**config.mk**
```make
export PLATFORM = sky130hd
export DESIGN_NAME = scrl_core
export DESIGN_NICKNAME = d
export VERILOG_FILES = /design/src/common/scrl_pkg.sv /design/src/rtl/scrl_core.sv /design/src/rtl/scrl_decode.sv /design/src/rtl/scrl_timeout.sv
export SDC_FILE = /design/constraint.sdc
export NUM_CORES = 1
export LEC_CHECK = 0
export CORE_UTILIZATION = 23
export DETAILED_ROUTE_END_ITERATION = 6
export DONT_BUFFER_PORTS = 1
export PLACE_DENSITY = 0.33
export SYNTH_ARGS = -nofsm -noshare
export SYNTH_HDL_FRONTEND = slang
export SYNTH_SLANG_ARGS = --single-unit
```
**constraint.sdc**
```tcl
create_clock -name clk -period 3.65 [get_ports clk]
set_input_delay 0 -clock clk [delete_from_list [all_inputs] [get_ports clk]]
set_output_delay 0 -clock clk [all_outputs]
set_load 0.02 [all_outputs]
```
**src/common/scrl_pkg.sv**
```systemverilog
// package for the stack command and response logic
// assumes one synchronous clock domain; commands arrive already framed
package scrl_pkg;

  // ****************************************
  // command codes (block-internal encoding)
  // ****************************************
  typedef enum logic [4:0] {
    SCRL_CMD_SCAN_VOLT  = 5'h00,
    SCRL_CMD_SCAN_TEMP  = 5'h01,
    SCRL_CMD_SCAN_MIXED = 5'h02,
    SCRL_CMD_SCAN_WIRES = 5'h03,
    SCRL_CMD_SCAN_ALL   = 5'h04,
    SCRL_CMD_MEASURE    = 5'h05,
    SCRL_CMD_RESET      = 5'h06,
    SCRL_CMD_WAKEUP     = 5'h07,
    SCRL_CMD_SLEEP      = 5'h08,
    SCRL_CMD_IDENTIFY   = 5'h09,
    SCRL_CMD_NAK        = 5'h0A,
    SCRL_CMD_ACK        = 5'h0B,
    SCRL_CMD_READ       = 5'h0C,
    SCRL_CMD_WRITE      = 5'h0D,
    SCRL_CMD_SCAN_CONT  = 5'h0E,
    SCRL_CMD_SCAN_INH   = 5'h0F,
    SCRL_CMD_BAL_EN     = 5'h10,
    SCRL_CMD_BAL_INH    = 5'h11,
    SCRL_CMD_CSUM_CALC  = 5'h12,
    SCRL_CMD_CSUM_CHECK = 5'h13
  } scrl_cmd_e;

  // ****************************************
  // reply kinds sent downward / to host
  // ****************************************
  typedef enum logic [2:0] {
    SCRL_RSP_ACK      = 3'h1,
    SCRL_RSP_NAK      = 3'h2,
    SCRL_RSP_DATA     = 3'h3,
    SCRL_RSP_ECHO     = 3'h4,
    SCRL_RSP_COMFAIL  = 3'h5
  } scrl_rsp_e;

  localparam int          SCRL_ADDR_W       = 4;
  localparam int          SCRL_REG_AW       = 6;
  localparam int          SCRL_DATA_W       = 8;
  localparam logic [3:0]  SCRL_ADDR_ALL     = 4'hF;
  localparam logic [3:0]  SCRL_ADDR_MIN     = 4'h1;
  localparam logic [3:0]  SCRL_ADDR_MAX     = 4'hE;
  localparam logic [3:0]  SCRL_ADDR_IDENT   = 4'h0;
  localparam logic [5:0]  SCRL_STATUS_REG   = 6'h00;
  localparam int          SCRL_SCNT_W       = 4;
  localparam logic [3:0]  SCRL_SCNT_RST     = 4'h0;

  // reply timeout: base time plus a step per stack position
  localparam int          SCRL_CLK_MHZ      = 125;
  localparam int          SCRL_TO_BASE_US   = 20;
  localparam int          SCRL_TO_STEP_US   = 10;
  localparam int          SCRL_TO_BASE_CYC  = SCRL_TO_BASE_US * SCRL_CLK_MHZ;
  localparam int          SCRL_TO_STEP_CYC  = SCRL_TO_STEP_US * SCRL_CLK_MHZ;
  localparam int          SCRL_TO_W         = 16;

  typedef struct packed {
    logic                   valid;
    scrl_cmd_e              cmd;
    logic [3:0]             addr;
    logic [5:0]             reg_addr;
    logic [7:0]             wdata;
    logic                   crc_ok;
  } scrl_cmd_s;

  typedef struct packed {
    logic                   valid;
    scrl_rsp_e              kind;
    logic [3:0]             addr;
    logic [5:0]             reg_addr;
    logic [7:0]             data;
  } scrl_rsp_s;

  typedef struct packed {
    logic                   valid;
    scrl_rsp_e              kind;
    logic [7:0]             data;
  } scrl_up_s;

  typedef struct packed {
    logic                   go;
    logic                   reply;
    logic                   to_top;
    logic                   scan_inc;
    logic                   execute;
    scrl_rsp_e              kind;
  } scrl_dec_s;

endpackage

```
**src/rtl/scrl_core.sv**
```systemverilog
// stack command and response logic: command handling for one device
// assumes framed, checked commands arrive as one-cycle pulses and that
// register storage and scan engines live outside this block
//
// Notes on behaviour
// [RL1] action command executes, then acknowledges
// [RL2] write stores data, then acknowledges
// [RL3] read returns current register contents
// [RL4] scans give no reply, bump counter
// [RL5] standalone host expects replies only for reads
// [RL6] chain: top or target answers most commands
// [RL7] wait for reply from above first
// [RL8] broadcast wakeup: silent if chain has gap
// [RL9] no reply above in time: comm failure
// [RL10] host tracks outstanding commands and failures
// [RL11] ack means received; nak means decode failed
// [RL12] five scans: broadcast ok, count, silent
// [RL13] measure: no broadcast, silent, counts
// [RL14] reset: no broadcast, silent, no count
// [RL15] sleep broadcast only; top ack, target nak (a target below the top relays the reply kind from above)
// [RL16] identify chain only; top ack, target nak
// [RL17] read: data standalone; chain target data
// [RL18] ack/nak commands chain only, acknowledged
// [RL19] checksum commands acknowledged, no broadcast
// [RL20] scan/balance control: broadcast ok, no count
// [RL21] those acknowledged by target, broadcast by top
// [RL22] addresses 1 to 14, 15 broadcast
// [RL23] addressed wakeup echoes if all awake
// [RL24] reset leaves handler idle, timer clear
`timescale 1ns/1ps
module scrl_core #(
  parameter int TO_BASE_CYC = scrl_pkg::SCRL_TO_BASE_CYC,
  parameter int TO_STEP_CYC = scrl_pkg::SCRL_TO_STEP_CYC
) (
  input  wire logic                clk,
  input  wire logic                reset,
  input  wire logic [3:0]          dev_addr,
  input  wire logic                chained,
  input  wire logic                is_top,
  input  wire logic                chain_awake_ok,
  input  wire scrl_pkg::scrl_cmd_s cmd_in,
  output logic                     cmd_ready,
  output logic                     exec_valid,
  output scrl_pkg::scrl_cmd_e      exec_cmd,
  output logic [5:0]               exec_reg,
  output logic [7:0]               exec_wdata,
  input  wire logic                exec_done,
  input  wire logic [7:0]          reg_rdata,
  input  wire logic [7:0]          status_rdata,
  input  wire scrl_pkg::scrl_up_s  up_rsp,
  output scrl_pkg::scrl_rsp_s      down_rsp,
  output logic [3:0]               scan_count,
  output logic                     busy
);

  // ****************************************
  // state
  // ****************************************
  typedef enum logic [3:0] {
    SCRL_IDLE = 4'h1,
    SCRL_EXEC = 4'h2,
    SCRL_WAIT = 4'h4,
    SCRL_SEND = 4'h8
  } scrl_state_e;

  typedef struct packed {
    scrl_state_e          state;
    scrl_pkg::scrl_cmd_s  cmd;
    scrl_pkg::scrl_dec_s  dec;
    scrl_pkg::scrl_rsp_s  rsp;
    logic [3:0]           scnt;
  } scrl_core_s;

  scrl_core_s st_r;
  scrl_core_s st_nxt;

  scrl_pkg::scrl_dec_s dec;
  logic                to_start;
  logic                to_stop;
  logic                to_expired;
  logic                need_up;

  // ****************************************
  // decode and reply timer
  // ****************************************
  scrl_decode u_decode (
    .cmd            (cmd_in),
    .dev_addr       (dev_addr),
    .chained        (chained),
    .is_top         (is_top),
    .chain_awake_ok (chain_awake_ok),
    .dec            (dec)
  );

  scrl_timeout #(
    .BASE_CYC (TO_BASE_CYC),
    .STEP_CYC (TO_STEP_CYC)
  ) u_timeout (
    .clk      (clk),
    .reset    (reset),
    .start    (to_start),
    .stop     (to_stop),
    .position (dev_addr),
    .expired  (to_expired)
  );

  // a device below the top must hear from above before answering
  assign need_up = chained && !is_top;

  // ****************************************
  // command sequencing
  // ****************************************
  always_comb begin
    st_nxt       = st_r;
    st_nxt.rsp.valid = 1'b0;
    to_start     = 1'b0;
    to_stop      = 1'b0;
    case (st_r.state)
      SCRL_IDLE: begin
        if (dec.go) begin
          st_nxt.cmd = cmd_in;
          st_nxt.dec = dec;
          if (dec.scan_inc) begin
            st_nxt.scnt = st_r.scnt + 4'h1;                 // [RL4] [RL12]
          end
          if (dec.execute) begin
            st_nxt.state = SCRL_EXEC;
          end else if (dec.reply && need_up) begin
            st_nxt.state = SCRL_WAIT;
            to_start     = 1'b1;
          end else if (dec.reply) begin
            st_nxt.state = SCRL_SEND;
          end
        end
      end
      SCRL_EXEC: begin
        if (exec_done) begin                                // [RL1] [RL2]
          if (!st_r.dec.reply) begin
            st_nxt.state = SCRL_IDLE;                       // [RL14]
          end else if (need_up) begin
            st_nxt.state = SCRL_WAIT;
            to_start     = 1'b1;
          end else begin
            st_nxt.state = SCRL_SEND;
          end
        end
      end
      SCRL_WAIT: begin
        if (up_rsp.valid) begin                             // [RL7]
          to_stop = 1'b1;
          st_nxt.state = SCRL_SEND;
          // a reply from above for a top-answered command is relayed
          if (st_r.dec.to_top) begin
            st_nxt.dec.kind = up_rsp.kind;
          end
        end else if (to_expired) begin
          st_nxt.state        = SCRL_IDLE;
          st_nxt.rsp.valid    = 1'b1;                       // [RL9]
          st_nxt.rsp.kind     = scrl_pkg::SCRL_RSP_COMFAIL;
          st_nxt.rsp.addr     = dev_addr;
          st_nxt.rsp.reg_addr = scrl_pkg::SCRL_STATUS_REG;
          st_nxt.rsp.data     = status_rdata;
        end
      end
      SCRL_SEND: begin
        st_nxt.state        = SCRL_IDLE;
        st_nxt.rsp.valid    = 1'b1;                         // [RL6]
        st_nxt.rsp.kind     = st_r.dec.kind;                // [RL11]
        st_nxt.rsp.addr     = dev_addr;
        st_nxt.rsp.reg_addr = st_r.cmd.reg_addr;
        st_nxt.rsp.data     = (st_r.dec.kind == scrl_pkg::SCRL_RSP_DATA)
                              ? reg_rdata : 8'h00;          // [RL3] [RL17]
      end
      default: begin
        st_nxt.state = SCRL_IDLE;
      end
    endcase
  end

  always_ff @(posedge clk or posedge reset) begin
    if (reset) begin
      st_r       <= '0;                                     // [RL24]
      st_r.state <= SCRL_IDLE;
      st_r.scnt  <= scrl_pkg::SCRL_SCNT_RST;
    end else begin
      st_r <= st_nxt;
    end
  end

  // ****************************************
  // outputs
  // ****************************************
  assign cmd_ready  = (st_r.state == SCRL_IDLE);
  assign exec_valid = (st_r.state == SCRL_EXEC);
  assign exec_cmd   = st_r.cmd.cmd;
  assign exec_reg   = st_r.cmd.reg_addr;
  assign exec_wdata = st_r.cmd.wdata;
  assign down_rsp   = st_r.rsp;
  assign scan_count = st_r.scnt;
  assign busy       = (st_r.state != SCRL_IDLE);

endmodule

```
**src/rtl/scrl_decode.sv**
```systemverilog
// command attribute decoder: who answers, what with, scan counter effect
// purely combinational; role and address come from the main module
`timescale 1ns/1ps
module scrl_decode (
  input  wire scrl_pkg::scrl_cmd_s cmd,
  input  wire logic [3:0]          dev_addr,
  input  wire logic                chained,
  input  wire logic                is_top,
  input  wire logic                chain_awake_ok,
  output scrl_pkg::scrl_dec_s      dec
);

  logic bcast;
  logic mine;
  logic ok_addr;

  always_comb begin
    bcast   = (cmd.addr == scrl_pkg::SCRL_ADDR_ALL) && chained; // [RL22]
    mine    = (cmd.addr == dev_addr) || !chained;
    ok_addr = mine;
    dec     = '0;
    dec.kind = scrl_pkg::SCRL_RSP_ACK;
    case (cmd.cmd)
      scrl_pkg::SCRL_CMD_SCAN_VOLT, scrl_pkg::SCRL_CMD_SCAN_TEMP,
      scrl_pkg::SCRL_CMD_SCAN_MIXED, scrl_pkg::SCRL_CMD_SCAN_WIRES,
      scrl_pkg::SCRL_CMD_SCAN_ALL: begin
        dec.execute  = mine || bcast;                       // [RL12]
        dec.scan_inc = dec.execute;                         // [RL4]
      end
      scrl_pkg::SCRL_CMD_MEASURE: begin
        dec.execute  = mine;                                // [RL13]
        dec.scan_inc = mine;
      end
      scrl_pkg::SCRL_CMD_RESET: begin
        dec.execute  = mine;                                // [RL14]
      end
      scrl_pkg::SCRL_CMD_WAKEUP: begin
        dec.execute = mine || bcast;
        if (bcast) begin
          dec.reply  = is_top && chain_awake_ok;            // [RL8]
          dec.to_top = 1'b1;
        end else if (mine && chained) begin
          dec.reply = chain_awake_ok;                       // [RL23]
          dec.kind  = scrl_pkg::SCRL_RSP_ECHO;
        end
      end
      scrl_pkg::SCRL_CMD_SLEEP: begin
        dec.execute = bcast;                                // [RL15]
        dec.to_top  = 1'b1;
        dec.reply   = chained && (bcast ? is_top : mine);
        dec.kind    = bcast ? scrl_pkg::SCRL_RSP_ACK
                            : scrl_pkg::SCRL_RSP_NAK;
      end
      scrl_pkg::SCRL_CMD_IDENTIFY: begin
        dec.execute = chained &&
                      (cmd.addr == scrl_pkg::SCRL_ADDR_IDENT); // [RL16]
        dec.reply   = chained && (is_top || mine);
        dec.to_top  = dec.execute;
        dec.kind    = dec.execute ? scrl_pkg::SCRL_RSP_ACK
                                  : scrl_pkg::SCRL_RSP_NAK;
      end
      scrl_pkg::SCRL_CMD_NAK, scrl_pkg::SCRL_CMD_ACK: begin
        dec.execute = chained && mine;                      // [RL18]
        dec.reply   = dec.execute;
      end
      scrl_pkg::SCRL_CMD_READ: begin
        dec.execute = mine;                                 // [RL17]
        dec.reply   = mine;
        dec.kind    = scrl_pkg::SCRL_RSP_DATA;              // [RL3]
      end
      scrl_pkg::SCRL_CMD_WRITE,
      scrl_pkg::SCRL_CMD_CSUM_CALC, scrl_pkg::SCRL_CMD_CSUM_CHECK: begin
        dec.execute = mine;                                 // [RL2] [RL19]
        dec.reply   = mine && chained;
      end
      scrl_pkg::SCRL_CMD_SCAN_CONT, scrl_pkg::SCRL_CMD_SCAN_INH,
      scrl_pkg::SCRL_CMD_BAL_EN, scrl_pkg::SCRL_CMD_BAL_INH: begin
        dec.execute = mine || bcast;                        // [RL20]
        dec.reply   = chained && (bcast ? is_top : mine);   // [RL21]
        dec.to_top  = bcast;
      end
      default: begin
        dec.execute = 1'b0;
      end
    endcase
    // a failed decode still earns a not-acknowledge from the target
    if (!cmd.crc_ok) begin
      dec.execute  = 1'b0;
      dec.scan_inc = 1'b0;
      dec.reply    = chained && mine;                       // [RL11]
      dec.kind     = scrl_pkg::SCRL_RSP_NAK;
      dec.to_top   = 1'b0;
    end
    dec.go = cmd.valid && (dec.execute || dec.reply);
    if (!ok_addr && !bcast && cmd.cmd != scrl_pkg::SCRL_CMD_IDENTIFY) begin
      dec.reply = dec.reply && dec.to_top;
    end
  end

endmodule

```
**src/rtl/scrl_timeout.sv**
```systemverilog
// reply wait timer; limit grows as the position number in the stack falls
// restarted by start, cleared by stop; expired is a one-cycle pulse
`timescale 1ns/1ps
module scrl_timeout #(
  parameter int BASE_CYC = scrl_pkg::SCRL_TO_BASE_CYC,
  parameter int STEP_CYC = scrl_pkg::SCRL_TO_STEP_CYC
) (
  input  wire logic                              clk,
  input  wire logic                              reset,
  input  wire logic                              start,
  input  wire logic                              stop,
  input  wire logic [3:0]                        position,
  output logic                                   expired
);

  typedef struct packed {
    logic                           run;
    logic [scrl_pkg::SCRL_TO_W-1:0] cnt;
    logic                           exp;
  } scrl_to_s;

  scrl_to_s st_r;
  scrl_to_s st_nxt;
  logic [scrl_pkg::SCRL_TO_W-1:0] limit;

  // devices further down wait longer so the one nearest the break reports
  assign limit = scrl_pkg::SCRL_TO_W'(BASE_CYC +
                 STEP_CYC * (15 - int'(position)));

  always_comb begin
    st_nxt     = st_r;
    st_nxt.exp = 1'b0;
    if (start) begin
      st_nxt.run = 1'b1;
      st_nxt.cnt = '0;
    end else if (stop) begin
      st_nxt.run = 1'b0;
      st_nxt.cnt = '0;
    end else if (st_r.run) begin
      if (st_r.cnt >= limit - 16'h0001) begin
        st_nxt.run = 1'b0;
        st_nxt.cnt = '0;
        st_nxt.exp = 1'b1;                                  // [RL9]
      end else begin
        st_nxt.cnt = st_r.cnt + 16'h0001;
      end
    end
  end

  always_ff @(posedge clk or posedge reset) begin
    if (reset) begin
      st_r <= '0;                                           // [RL24]
    end else begin
      st_r <= st_nxt;
    end
  end

  assign expired = st_r.exp;

endmodule
```
Word-level counts from Yosys, hierarchy flattened
Cells that the tools add are included.

ROM bits: 0. Bits of input ports: 63. Latch bits: 0. RAM bits: 0. Register bits after elaboration: 81. Memories kept: 0. Word-level logic and storage cells: 151.

Div/mod/pow operators: 0. Magnitude comparators: 1. Add/sub/neg operators: 5. Multipliers: 1. Equal/unequal tests: 36. Mux-type cells: 49. Shifts and indexed selects: 0. Reduce and logical (&&, ||, !) cells: 37. Bitwise logic cells: 0.

Operators by type and width (count): two-way mux 22 bit (2); case mux 22 bit (2 select lines) (1); == test 5 x 4 -> 1 bit, second input constant (8); two-way mux 37 bit (1); two-way mux 17 bit (2); multiplier 11 x 32 -> 15 bit, first input constant (1); two-way mux 4 bit (8); == test 5 x 3 -> 1 bit, second input constant (4); == test 5 bit, second input constant (4); two-way mux 18 bit (1); two-way mux 1 bit (17); adder 13 x 16 -> 16 bit, first input constant (1); adder 16 x 1 -> 16 bit, second input constant (1); >= comparator 16 bit (1); two-way mux 16 bit (1); subtractor 16 x 1 -> 16 bit, second input constant (1); OR reduction 5 bit (3); logical AND 1 bit (12); two-way mux 3 bit (4); case mux 3 bit (4 select lines) (1); case mux 4 bit (3 select lines) (1); == test 5 x 2 -> 1 bit, second input constant (2); case mux 1 bit (5 select lines) (2); OR reduction 10 bit (1); 32 further kinds (49).

Longest topological paths before layout
Gate-level depths: netlist (run 1).

Word-level depth: 15. Depth in mapped cells: 20. Gate-level depth less buffers: 19.

Cells and area by module
Synthesis (run 1) repeated with hierarchy kept, for this count alone.

Cell total of the unflattened synthesis: 579. Area total of the unflattened synthesis: 5171.2 um^2.

Modules (own cells, without submodules): scrl_core (times used 1, area an instance 2720.1 um^2, seq. area each 1352.5 um^2, cells an instance 286); scrl_timeout (times used 1, area an instance 1988.2 um^2, seq. area each 450.4 um^2, cells an instance 224); scrl_decode (times used 1, area an instance 462.9 um^2, seq. area each 0.0 um^2, cells an instance 69).

Least setup slack after synthesis (run 1)
Ideal clock, no wire load.

Path type: input -> register. From: input port dev_addr[1]. To: register u_timeout.st_r[15] (netlist bit). Stages on the path: 20. Library setup time: 0.082 ns. Data required time: 3.568 ns. Buffers on the path: 1. Slack: -0.670 ns. Arrival: 4.238 ns. Path through: inv_1 fa_1 ha_1 ha_1 a21o_1 a21oi_1 o21bai_1 a21oi_1 xor2_1 a21oi_1 xor2_1 ha_1 a21o_1 a21o_1 a21oi_1 o211ai_1 a21oi_1 clkbuf_1 o211ai_1 a31oi_1.

Longest elaborated chain between the ends: 15. Elaborated cells between the ends (all ways): 35. Classes of those cells: 3 x add/sub; 1 x mul; 1 x order compare; 1 x eq/ne; 15 x mux; 14 x reduce/logical.

RTL lines: from (decl) (RTL line scrl_core.sv:37) `input wire logic [3:0] dev_addr,`; parallel branches: the longest is 15 deep, another holds multiplier 11 x 32 -> 15 bit; to (signal assigned) (RTL line scrl_timeout.sv:54) `st_r <= st_nxt;`; to (decl) (RTL line scrl_timeout.sv:22) `scrl_to_s st_r;`.

Parallel ways; which one is timed is not known. The select of a mux whose other input is x is not followed. A chain may end at the register's enable or synchronous reset.

Final worst setup path (run 1)
From: input port dev_addr[1]. To: register u_timeout.st_r[3] (netlist bit).

The elaborated chain is that of the path after synthesis.

==> run_summary.xml, run 1 <==
<?xml version="1.0" encoding="UTF-8"?>
<metrics>
  <group name="worst_hold_path">
    <metric name="hp-class" unit="">in2reg</metric>
  </group>
  <group name="synth">
    <metric name="yosys_most_used_dff" unit="">sky130_fd_sc_hd__dfrtp_1</metric>
    <metric name="post-synth-top-area-fraction" unit="%">36.22</metric>
    <metric name="number_of_enable_flip_flop_cells_after_synthesis" unit="">0</metric>
    <metric name="fraction_of_registers_with_async_set_or_reset_after_synthesis" unit="%">100.0</metric>
    <metric name="synthDominantAreaCellType" unit="">sky130_fd_sc_hd__dfrtp_1</metric>
    <metric name="synth.net_count" unit="">632</metric>
    <metric name="syn-instance-count" unit="">532</metric>
    <metric name="synth_area_per_cell" unit="µm²">9.219</metric>
    <metric name="synth_most_common_cell" unit="">sky130_fd_sc_hd__nand2_1</metric>
    <metric name="synth_area_leaders" unit="">sky130_fd_sc_hd__dfrtp_1 36%, sky130_fd_sc_hd__ha_1 8.9%, sky130_fd_sc_hd__buf_4 6.9%</metric>
    <metric name="netlist-cell-type-count" unit="">59</metric>
    <metric name="post_synth_most_frequent_cells" unit="">73 x sky130_fd_sc_hd__nand2_1, 71 x sky130_fd_sc_hd__dfrtp_1, 45 x sky130_fd_sc_hd__buf_4</metric>
    <metric name="yosysSeqAreaShare" unit="%">36.76</metric>
    <metric name="yosysWarningCount" unit="">0</metric>
    <metric name="ys_ff_latch" unit="">72</metric>
    <metric name="post_synth_instance_area" unit="mm²">0.004905</metric>
  </group>
  <group name="setup_path">
    <metric name="cp_cell_sequence" unit="">clkinvlp_4 -&gt; fa_1 -&gt; ha_4 -&gt; fa_2 -&gt; a21o_1 -&gt; a21oi_2 -&gt; buf_4 -&gt; xnor2_4 -&gt; inv_1 -&gt; a21oi_2 -&gt; xor2_1 -&gt; ha_1 -&gt; a21o_1 -&gt; a21o_1 -&gt; a21oi_2 -&gt; o211ai_1 -&gt; a21oi_4 -&gt; clkbuf_16 -&gt; nand3b_1 -&gt; a31oi_1</metric>
    <metric name="cp_data_arrival_time" unit="ns">3.89</metric>
    <metric name="crit_path_max_fanout" unit="">7</metric>
    <metric name="crit_type" unit="">in2reg</metric>
    <metric name="cpPeakStageDelay" unit="ns">0.53</metric>
    <metric name="cp_slowest_cell" unit="">sky130_fd_sc_hd__fa_1</metric>
    <metric name="worst-endpoint-required" unit="ns">3.91</metric>
    <metric name="setup.worst_path.start_class" unit="">input pin</metric>
    <metric name="cp-end-kind" unit="">flop</metric>
    <metric name="critical_path.n_buffers_inverters" unit="">4</metric>
    <metric name="rrSetupSlack" unit="ns">0.71</metric>
    <metric name="critical_path.top_delay_family" unit="">compound AO/OA/AOI/OAI gates</metric>
  </group>
  <group name="route">
    <metric name="detailedRoute.firstIterationViolations" unit="">123</metric>
    <metric name="vias_per_cell" unit="">4.700</metric>
    <metric name="dr_pass1_iterations" unit="">4</metric>
    <metric name="route.detailed.wl_per_inst" unit="µm">16.02</metric>
    <metric name="dr_total_vias" unit="">3915</metric>
    <metric name="detail_route.drc_violations" unit="">0</metric>
    <metric name="final_antenna_net_count" unit="">0</metric>
    <metric name="detail_route.wirelength" unit="µm">13340</metric>
  </group>
  <group name="finish">
    <metric name="syn2layout_area_growth" unit="%">23.01</metric>
    <metric name="final_layout_size_suffix_gt1_share" unit="%">19.89</metric>
    <metric name="multiInputGateArea" unit="mm²">0.002809</metric>
    <metric name="final_net_count" unit="">653</metric>
    <metric name="fill_cells" unit="">2252</metric>
    <metric name="layout.area.seq" unit="mm²">0.001803</metric>
    <metric name="num_antenna_cells" unit="">0</metric>
    <metric name="number_of_flip_flops_in_the_largest_register" unit="">22</metric>
  </group>
  <group name="global_routing">
    <metric name="vias_in_the_first_global_route" unit="">3918</metric>
    <metric name="maximum_number_of_pins_on_one_net_before_global_route_repair" unit="">43</metric>
    <metric name="global_route_wire_length_before_repair" unit="µm">21140</metric>
    <metric name="grt_overflow_total" unit="">0</metric>
    <metric name="initial_antenna_violation_count" unit="">0</metric>
    <metric name="groute.usage.overall" unit="%">12.39</metric>
  </group>
  <group name="timing">
    <metric name="setup_viol_count_final" unit="">0</metric>
    <metric name="finClkSkew" unit="ns">0.006353</metric>
    <metric name="worst_slack" unit="ns">0.02216</metric>
    <metric name="rsz0062_at_grt" unit="">true</metric>
    <metric name="timing.final.max_slew_violations" unit="">0</metric>
    <metric name="fmax" unit="GHz">0.2756</metric>
    <metric name="max_slew.worst_pin.slew" unit="ns">0.9219</metric>
    <metric name="slew-limit-headroom" unit="%">38.06</metric>
    <metric name="timing_hold_violations_final" unit="">0</metric>
    <metric name="final.period_utilization" unit="%">99.39</metric>
    <metric name="period_needed" unit="ns">3.628</metric>
  </group>
  <group name="placement">
    <metric name="preCtsSetupSlack" unit="ns">-0.3357</metric>
    <metric name="hpwl" unit="µm">9623</metric>
    <metric name="buffer_ports.inserted" unit="">0</metric>
    <metric name="routabilityCongestion" unit="">0.7553</metric>
  </group>
  <group name="floorplan">
    <metric name="pin_count" unit="">111</metric>
    <metric name="floorplan.core_area" unit="mm²">0.02096</metric>
    <metric name="rows" unit="">53</metric>
    <metric name="initial_core_util" unit="%">23.41</metric>
    <metric name="die_h" unit="µm">148.0</metric>
    <metric name="floorplan.die.width" unit="µm">148.0</metric>
    <metric name="floorplan.die_area" unit="mm²">0.02191</metric>
  </group>
  <group name="clocking">
    <metric name="cts_max_level" unit="">3</metric>
    <metric name="cts.clk_slew.worst_paths" unit="ns">0.06</metric>
    <metric name="cts.sinks" unit="">72</metric>
    <metric name="clk-insertion-delay-late" unit="ns">0.34</metric>
    <metric name="clock_root_buffer" unit="">sky130_fd_sc_hd__clkbuf_16</metric>
    <metric name="cts_tree" unit="">done</metric>
    <metric name="numCtsBuffers" unit="">9</metric>
    <metric name="clock_path_buffers" unit="">2</metric>
  </group>
  <group name="power">
    <metric name="vdd_ir_drop_max" unit="mV">0.1783</metric>
    <metric name="total_power" unit="mW">2.513</metric>
    <metric name="p_leak" unit="nW">2.697</metric>
    <metric name="power_density" unit="mW/mm²">416.5</metric>
  </group>
  <group name="flow_run">
    <metric name="maxCapViolations" unit="">0</metric>
  </group>
  <group name="run_status">
    <metric name="status" unit="">finished clean</metric>
  </group>
</metrics>
[metrics by stage]
stage          TNS (ns)  instances  utilization, %  instance area (µm²)  hold WS [ns]
6_report              0        833           28.79                 6033       0.01172
5_1_grt          -1.978        833           28.79                 6033      0.008594
4_1_cts               0        829           27.84                 5833      0.001167
3_5_place_dp     -4.665        769           24.38                 5109       0.05064
3_3_place_gp     -2.737        769           24.38                 5109       0.05576
2_1_floorplan    -1.680        532               -                 4982       0.08907
[kinds of logic after synthesis]
kind of cell               Yosys count  synth area share, %
xor gates and xnor gates            24                4.286
other                                1              0.07646
adders and majority gates           37                9.745
AOI/OAI and AO/OA                  112                16.25
buffers and inverters               83                10.00
and+or+nand+nor                    181                17.86
muxes                               22                5.026
DFF                                 72                36.76
[area by class of cell]
type                       count  share of cell area, %
multi-input combinational    377                  46.56
inverter                      19                  1.265
sequential                    72                  29.88
tap                          275                  5.703
clock inverter                 5                 0.5185
clock buffer                  11                  4.189
timing repair buffer          74                  11.88
[repair_timing]
item	4_1_cts	5_1_grt
buffers inserted	0	1
endpoints found under the hold margin	75	0
hold buffers	44	0
gates resized for setup	0	25
setup endpoints to repair	0	17
[tightest hold or removal path: cells and delay by family]
kind,cells,cell delay [ns]
AOI/OAI and AO/OA,1,0.13
and+or+nand+nor,1,0.11
xor gates and xnor gates,1,0.06
[per-layer routing]
metal	up-vias	wire, µm	part of all wire [%]	global-route usage [%]
met4	0	145	1.1	3.866
met5	-	0	0	0
met2	122	5913	44	19.23
li1	1902	-	-	-
met3	9	963	7.2	3.580
met1	1882	6320	47	16.48
[report_power, final]
part / internal, mW / leakage [nW] / switching, mW
Sequential: 0.901 / 0.915 / 0.195
Combinational: 0.302 / 1.64 / 0.261
Clock: 0.495 / 0.141 / 0.359
[cell usage in the layout (no fill, tap or decap), types with 4 or more instances in the layout]
cell type and n:
sky130_fd_sc_hd__nand2_1 71, sky130_fd_sc_hd__dfrtp_1 71, sky130_fd_sc_hd__dlygate4sd3_1 44, sky130_fd_sc_hd__ha_1 32, sky130_fd_sc_hd__buf_4 26, sky130_fd_sc_hd__nor2_1 25, sky130_fd_sc_hd__o21ai_0 23, sky130_fd_sc_hd__mux2_2 21
sky130_fd_sc_hd__inv_1 17, sky130_fd_sc_hd__nand3_1 17, sky130_fd_sc_hd__a31oi_1 12, sky130_fd_sc_hd__xor2_1 11, sky130_fd_sc_hd__clkbuf_16 11, sky130_fd_sc_hd__a21o_1 10, sky130_fd_sc_hd__xnor2_1 10, sky130_fd_sc_hd__nor3_1 9
sky130_fd_sc_hd__and3_1 9, sky130_fd_sc_hd__a21oi_2 8, sky130_fd_sc_hd__a221o_1 8, sky130_fd_sc_hd__nor2b_1 7, sky130_fd_sc_hd__nand4_1 6, sky130_fd_sc_hd__or2_2 6, sky130_fd_sc_hd__a21oi_1 5, sky130_fd_sc_hd__and2_1 4
sky130_fd_sc_hd__nor4_1 4, sky130_fd_sc_hd__o22ai_1 4, sky130_fd_sc_hd__a211oi_1 4, sky130_fd_sc_hd__nand3b_1 4, sky130_fd_sc_hd__clkinv_2 4, sky130_fd_sc_hd__nand3_2 4
[worst paths after layout]
check                      depth (start not counted)   startpoint                 end
min in group asynchronous                          2        reset  u_timeout.st_r[15]
hold reg to reg                                    2     st_r[28]        down_rsp[20]
max in group asynchronous                          3        reset         exec_reg[4]
setup / recovery                                  20  dev_addr[1]   u_timeout.st_r[3]
setup reg to reg                                   5     st_r[61]         down_rsp[2]
hold / removal                                     3    cmd_in[0]       scan_count[2]
(Power assumes the default switching activity.)
==> run 2, diff against run 1 <==
--- a/config.mk
+++ b/config.mk
@@ -5,6 +5,8 @@
 export SDC_FILE = /design/constraint.sdc
 export NUM_CORES = 1
 export LEC_CHECK = 0
+export ABC_AREA = 1
+export CORE_ASPECT_RATIO = 0.7
 export CORE_UTILIZATION = 23
 export DETAILED_ROUTE_END_ITERATION = 6
 export DONT_BUFFER_PORTS = 1
==> run_summary.xml, run 2 <==
<?xml version="1.0" encoding="UTF-8"?>
<metrics>
  <group name="synth">
    <metric name="yosys_most_used_dff" unit="">sky130_fd_sc_hd__dfrtp_1</metric>
    <metric name="number_of_enable_flip_flop_cells_after_synthesis" unit="">0</metric>
    <metric name="synth.net_count" unit="">793</metric>
    <metric name="yosysWarningCount" unit="">0</metric>
    <metric name="synth_most_common_cell" unit="">sky130_fd_sc_hd__nand2_1</metric>
    <metric name="fraction_of_registers_with_async_set_or_reset_after_synthesis" unit="%">100.0</metric>
    <metric name="post_synth_most_frequent_cells" unit="">175 x sky130_fd_sc_hd__nand2_1, 71 x sky130_fd_sc_hd__dfrtp_1, 67 x sky130_fd_sc_hd__inv_1</metric>
    <metric name="synth_area_leaders" unit="">sky130_fd_sc_hd__dfrtp_1 34%, sky130_fd_sc_hd__nand2_1 12%, sky130_fd_sc_hd__ha_1 8.3%</metric>
    <metric name="yosysSeqAreaShare" unit="%">34.01</metric>
    <metric name="ys_ff_latch" unit="">72</metric>
    <metric name="post_synth_instance_area" unit="mm²">0.005301</metric>
    <metric name="synth_area_per_cell" unit="µm²">7.650</metric>
    <metric name="post-synth-top-area-fraction" unit="%">33.51</metric>
    <metric name="netlist-cell-type-count" unit="">43</metric>
    <metric name="syn-instance-count" unit="">693</metric>
    <metric name="synthDominantAreaCellType" unit="">sky130_fd_sc_hd__dfrtp_1</metric>
  </group>
  <group name="timing">
    <metric name="period_needed" unit="ns">3.431</metric>
    <metric name="final.period_utilization" unit="%">93.99</metric>
    <metric name="timing_hold_violations_final" unit="">1</metric>
    <metric name="setup_viol_count_final" unit="">0</metric>
    <metric name="timing.final.max_slew_violations" unit="">0</metric>
    <metric name="fmax" unit="GHz">0.2915</metric>
    <metric name="slew-limit-headroom" unit="%">35.30</metric>
    <metric name="worst_slack" unit="ns">0.2192</metric>
    <metric name="finClkSkew" unit="ns">0.007906</metric>
    <metric name="worst_hold_slack" unit="ns">-0.003788</metric>
    <metric name="max_slew.worst_pin.slew" unit="ns">0.9694</metric>
  </group>
  <group name="finish">
    <metric name="multiInputGateArea" unit="mm²">0.002874</metric>
    <metric name="num_antenna_cells" unit="">0</metric>
    <metric name="most_common_cell_after_layout_fill_and_taps_aside" unit="">sky130_fd_sc_hd__nand2_1</metric>
    <metric name="syn2layout_area_growth" unit="%">21.38</metric>
    <metric name="final_cell_count_no_fill" unit="">1039</metric>
    <metric name="number_of_flip_flops_in_the_largest_register" unit="">22</metric>
    <metric name="final_cell_mix" unit="">173 x sky130_fd_sc_hd__nand2_1, 71 x sky130_fd_sc_hd__dfrtp_1, 65 x sky130_fd_sc_hd__inv_1</metric>
    <metric name="layout.area.seq" unit="mm²">0.001803</metric>
    <metric name="final_layout_size_suffix_gt1_share" unit="%">14.31</metric>
    <metric name="utilization" unit="%">28.45</metric>
    <metric name="final_net_count" unit="">822</metric>
    <metric name="fill_cells" unit="">2482</metric>
  </group>
  <group name="route">
    <metric name="final_antenna_net_count" unit="">0</metric>
    <metric name="dr_pass1_iterations" unit="">4</metric>
    <metric name="detailedRoute.firstIterationViolations" unit="">205</metric>
    <metric name="vias_per_cell" unit="">4.448</metric>
    <metric name="detail_route.wirelength" unit="µm">14820</metric>
    <metric name="route.detailed.wl_per_inst" unit="µm">14.27</metric>
    <metric name="detail_route.drc_violations" unit="">0</metric>
    <metric name="dr_total_vias" unit="">4621</metric>
  </group>
  <group name="power">
    <metric name="internal_power" unit="mW">2.245</metric>
    <metric name="total_power" unit="mW">3.935</metric>
    <metric name="power_density" unit="mW/mm²">611.5</metric>
    <metric name="power_frac_comb" unit="%">31.6</metric>
    <metric name="vdd_ir_drop_max" unit="mV">0.2490</metric>
    <metric name="power.share.clock" unit="%">25.5</metric>
    <metric name="switching_share" unit="%">42.94</metric>
    <metric name="total_switching_power" unit="mW">1.689</metric>
    <metric name="p_leak" unit="nW">3.037</metric>
    <metric name="seq_power_share" unit="%">42.9</metric>
  </group>
  <group name="clocking">
    <metric name="cts_max_level" unit="">3</metric>
    <metric name="cts.clk_slew.worst_paths" unit="ns">0.07</metric>
    <metric name="clock_path_buffers" unit="">2</metric>
    <metric name="clock_root_buffer" unit="">sky130_fd_sc_hd__clkbuf_16</metric>
    <metric name="cts_tree" unit="">done</metric>
    <metric name="numCtsBuffers" unit="">9</metric>
    <metric name="clk-insertion-delay-late" unit="ns">0.34</metric>
    <metric name="cts.sinks" unit="">72</metric>
  </group>
  <group name="placement">
    <metric name="place_inst" unit="">962</metric>
    <metric name="buffer_ports.inserted" unit="">0</metric>
    <metric name="routabilityCongestion" unit="">0.8042</metric>
    <metric name="hpwl" unit="µm">10980</metric>
    <metric name="preCtsSetupSlack" unit="ns">-0.1419</metric>
  </group>
  <group name="setup_path">
    <metric name="crit_type" unit="">in2reg</metric>
    <metric name="cp-end-kind" unit="">flop</metric>
    <metric name="cp_data_arrival_time" unit="ns">3.71</metric>
    <metric name="setup.worst_path.start_class" unit="">input pin</metric>
    <metric name="cp_slowest_cell" unit="">sky130_fd_sc_hd__dlygate4sd3_1</metric>
    <metric name="cp_cell_sequence" unit="">dlygate4sd3_1 -&gt; inv_2 -&gt; ha_1 -&gt; ha_2 -&gt; fa_2 -&gt; nand3_1 -&gt; nand2_2 -&gt; a21oi_2 -&gt; nor2_1 -&gt; nor2_1 -&gt; xor2_1 -&gt; xor2_1 -&gt; ha_1 -&gt; a21oi_1 -&gt; o21ai_0 -&gt; a21oi_1 -&gt; nand2_2 -&gt; buf_4 -&gt; nor4_1 -&gt; nand3_1 -&gt; nand2_1</metric>
    <metric name="cpPeakStageDelay" unit="ns">0.54</metric>
    <metric name="rrSetupSlack" unit="ns">0.52</metric>
    <metric name="worst-endpoint-required" unit="ns">3.93</metric>
    <metric name="crit_path_max_fanout" unit="">6</metric>
  </group>
  <group name="floorplan">
    <metric name="pin_count" unit="">111</metric>
    <metric name="die_h" unit="µm">129.0</metric>
    <metric name="floorplan.core_area" unit="mm²">0.02262</metric>
    <metric name="floorplan.die.width" unit="µm">183.5</metric>
    <metric name="initial_core_util" unit="%">23.44</metric>
    <metric name="rows" unit="">46</metric>
    <metric name="floorplan.die_area" unit="mm²">0.02367</metric>
  </group>
  <group name="run_status">
    <metric name="violations" unit="">negative hold slack</metric>
    <metric name="status" unit="">finished, violations left</metric>
  </group>
  <group name="flow_run">
    <metric name="maxCapViolations" unit="">0</metric>
  </group>
  <group name="global_routing">
    <metric name="maximum_number_of_pins_on_one_net_before_global_route_repair" unit="">41</metric>
    <metric name="initial_antenna_violation_count" unit="">0</metric>
    <metric name="global_route_wire_length_before_repair" unit="µm">23430</metric>
    <metric name="grt_overflow_total" unit="">0</metric>
    <metric name="vias_in_the_first_global_route" unit="">4337</metric>
    <metric name="groute.usage.overall" unit="%">12.62</metric>
  </group>
  <group name="worst_hold_path">
    <metric name="hp-class" unit="">in2reg</metric>
  </group>
</metrics>
==> run 2: cell types whose count changed after synthesis, sizes merged, moves of 8 or more <==
cell    change
nor2       +15
clkbuf      -8
and3        -9
nand2     +108
mux2       -21
nor4       +11
nand4      +19
a31oi      -13
a221o       -8
a21o        -8
inv        +59
nand3      +38
a21oi       +8
o21ai      +13
==> run 2: routing by layer <==
metal	vias to the layer above	routed length [µm]	GRT usage (%)
li1	2299	-	-
met1	2195	8048	19.37
met2	116	5778	17.20
met3	11	866	3.316
met4	0	131	2.794
met5	-	0	0
==> run 2: kinds of logic after synthesis <==
logic type	count (synthesis)	synth area share [%]
AOI/OAI and AO/OA	74	8.473
xor gates and xnor gates	30	4.956
adders and majority gates	37	9.016
buffers and inverters	140	14.00
DFF	72	34.01
other	1	0.07074
and+or+nand+nor	339	29.48
==> run 2: worst max-delay path: cells and delay by family <==
kind            cells  cell delay (ns)
compound gates      4             0.51
xor+xnor            2             0.42
fa+ha+maj           4             1.11
buf+inv             3             0.79
simple gates        8             0.89
==> run 2: power by group through the flow <==
stage | clock, mW | combinational, mW | sequential, mW
after floorplan | 0 | 1.43 | 1.30
after global placement | 0 | 1.10 | 1.71
after detailed placement | 0 | 1.12 | 1.70
after CTS | 1.04 | 1.20 | 1.69
after global routing | 1.07 | 1.45 | 1.74
final | 1.00 | 1.24 | 1.69
==> run 2: through the flow <==
stage | hold WS, ns | instance area, µm² | TNS (ns)
CTS | 0.004162 | 6284 | 0
floorplan | 0.1166 | 5301 | 0
global placement | -0.01234 | 5385 | -1.118
global route | 0.03234 | 6435 | -0.03488
finish | -0.003788 | 6435 | 0
detailed placement | 0.007422 | 5385 | -1.152
==> run 2: layout make-up <==
cell class / count / share of cell area (%)
clock inverter: 7 / 1.594
clock buffer: 9 / 3.500
inverter: 79 / 4.667
tap: 312 / 6.066
sequential: 72 / 28.02
multi-input combinational: 481 / 44.66
timing repair buffer: 79 / 11.49
==> run 2: path summary, 6_finish.rpt <==
check / startpoint / end / cells after the start
max: dev_addr[0] / u_timeout.st_r[5] / 21
min: chained / st_r[32] / 4
max reg2reg: st_r[59] / exec_reg[3] / 8
min reg2reg: st_r[31] / st_r[31] / 2
max in group asynchronous: reset / down_rsp[20] / 3
min in group asynchronous: reset / down_rsp[4] / 2
==> run 2: timing repair <==
item / CTS / global route
gates resized for setup: 0 / 26
hold endpoints to repair: 72 / 0
setup buffers: 0 / 4
endpoints found under the setup margin: 0 / 16
hold buffers: 57 / 0
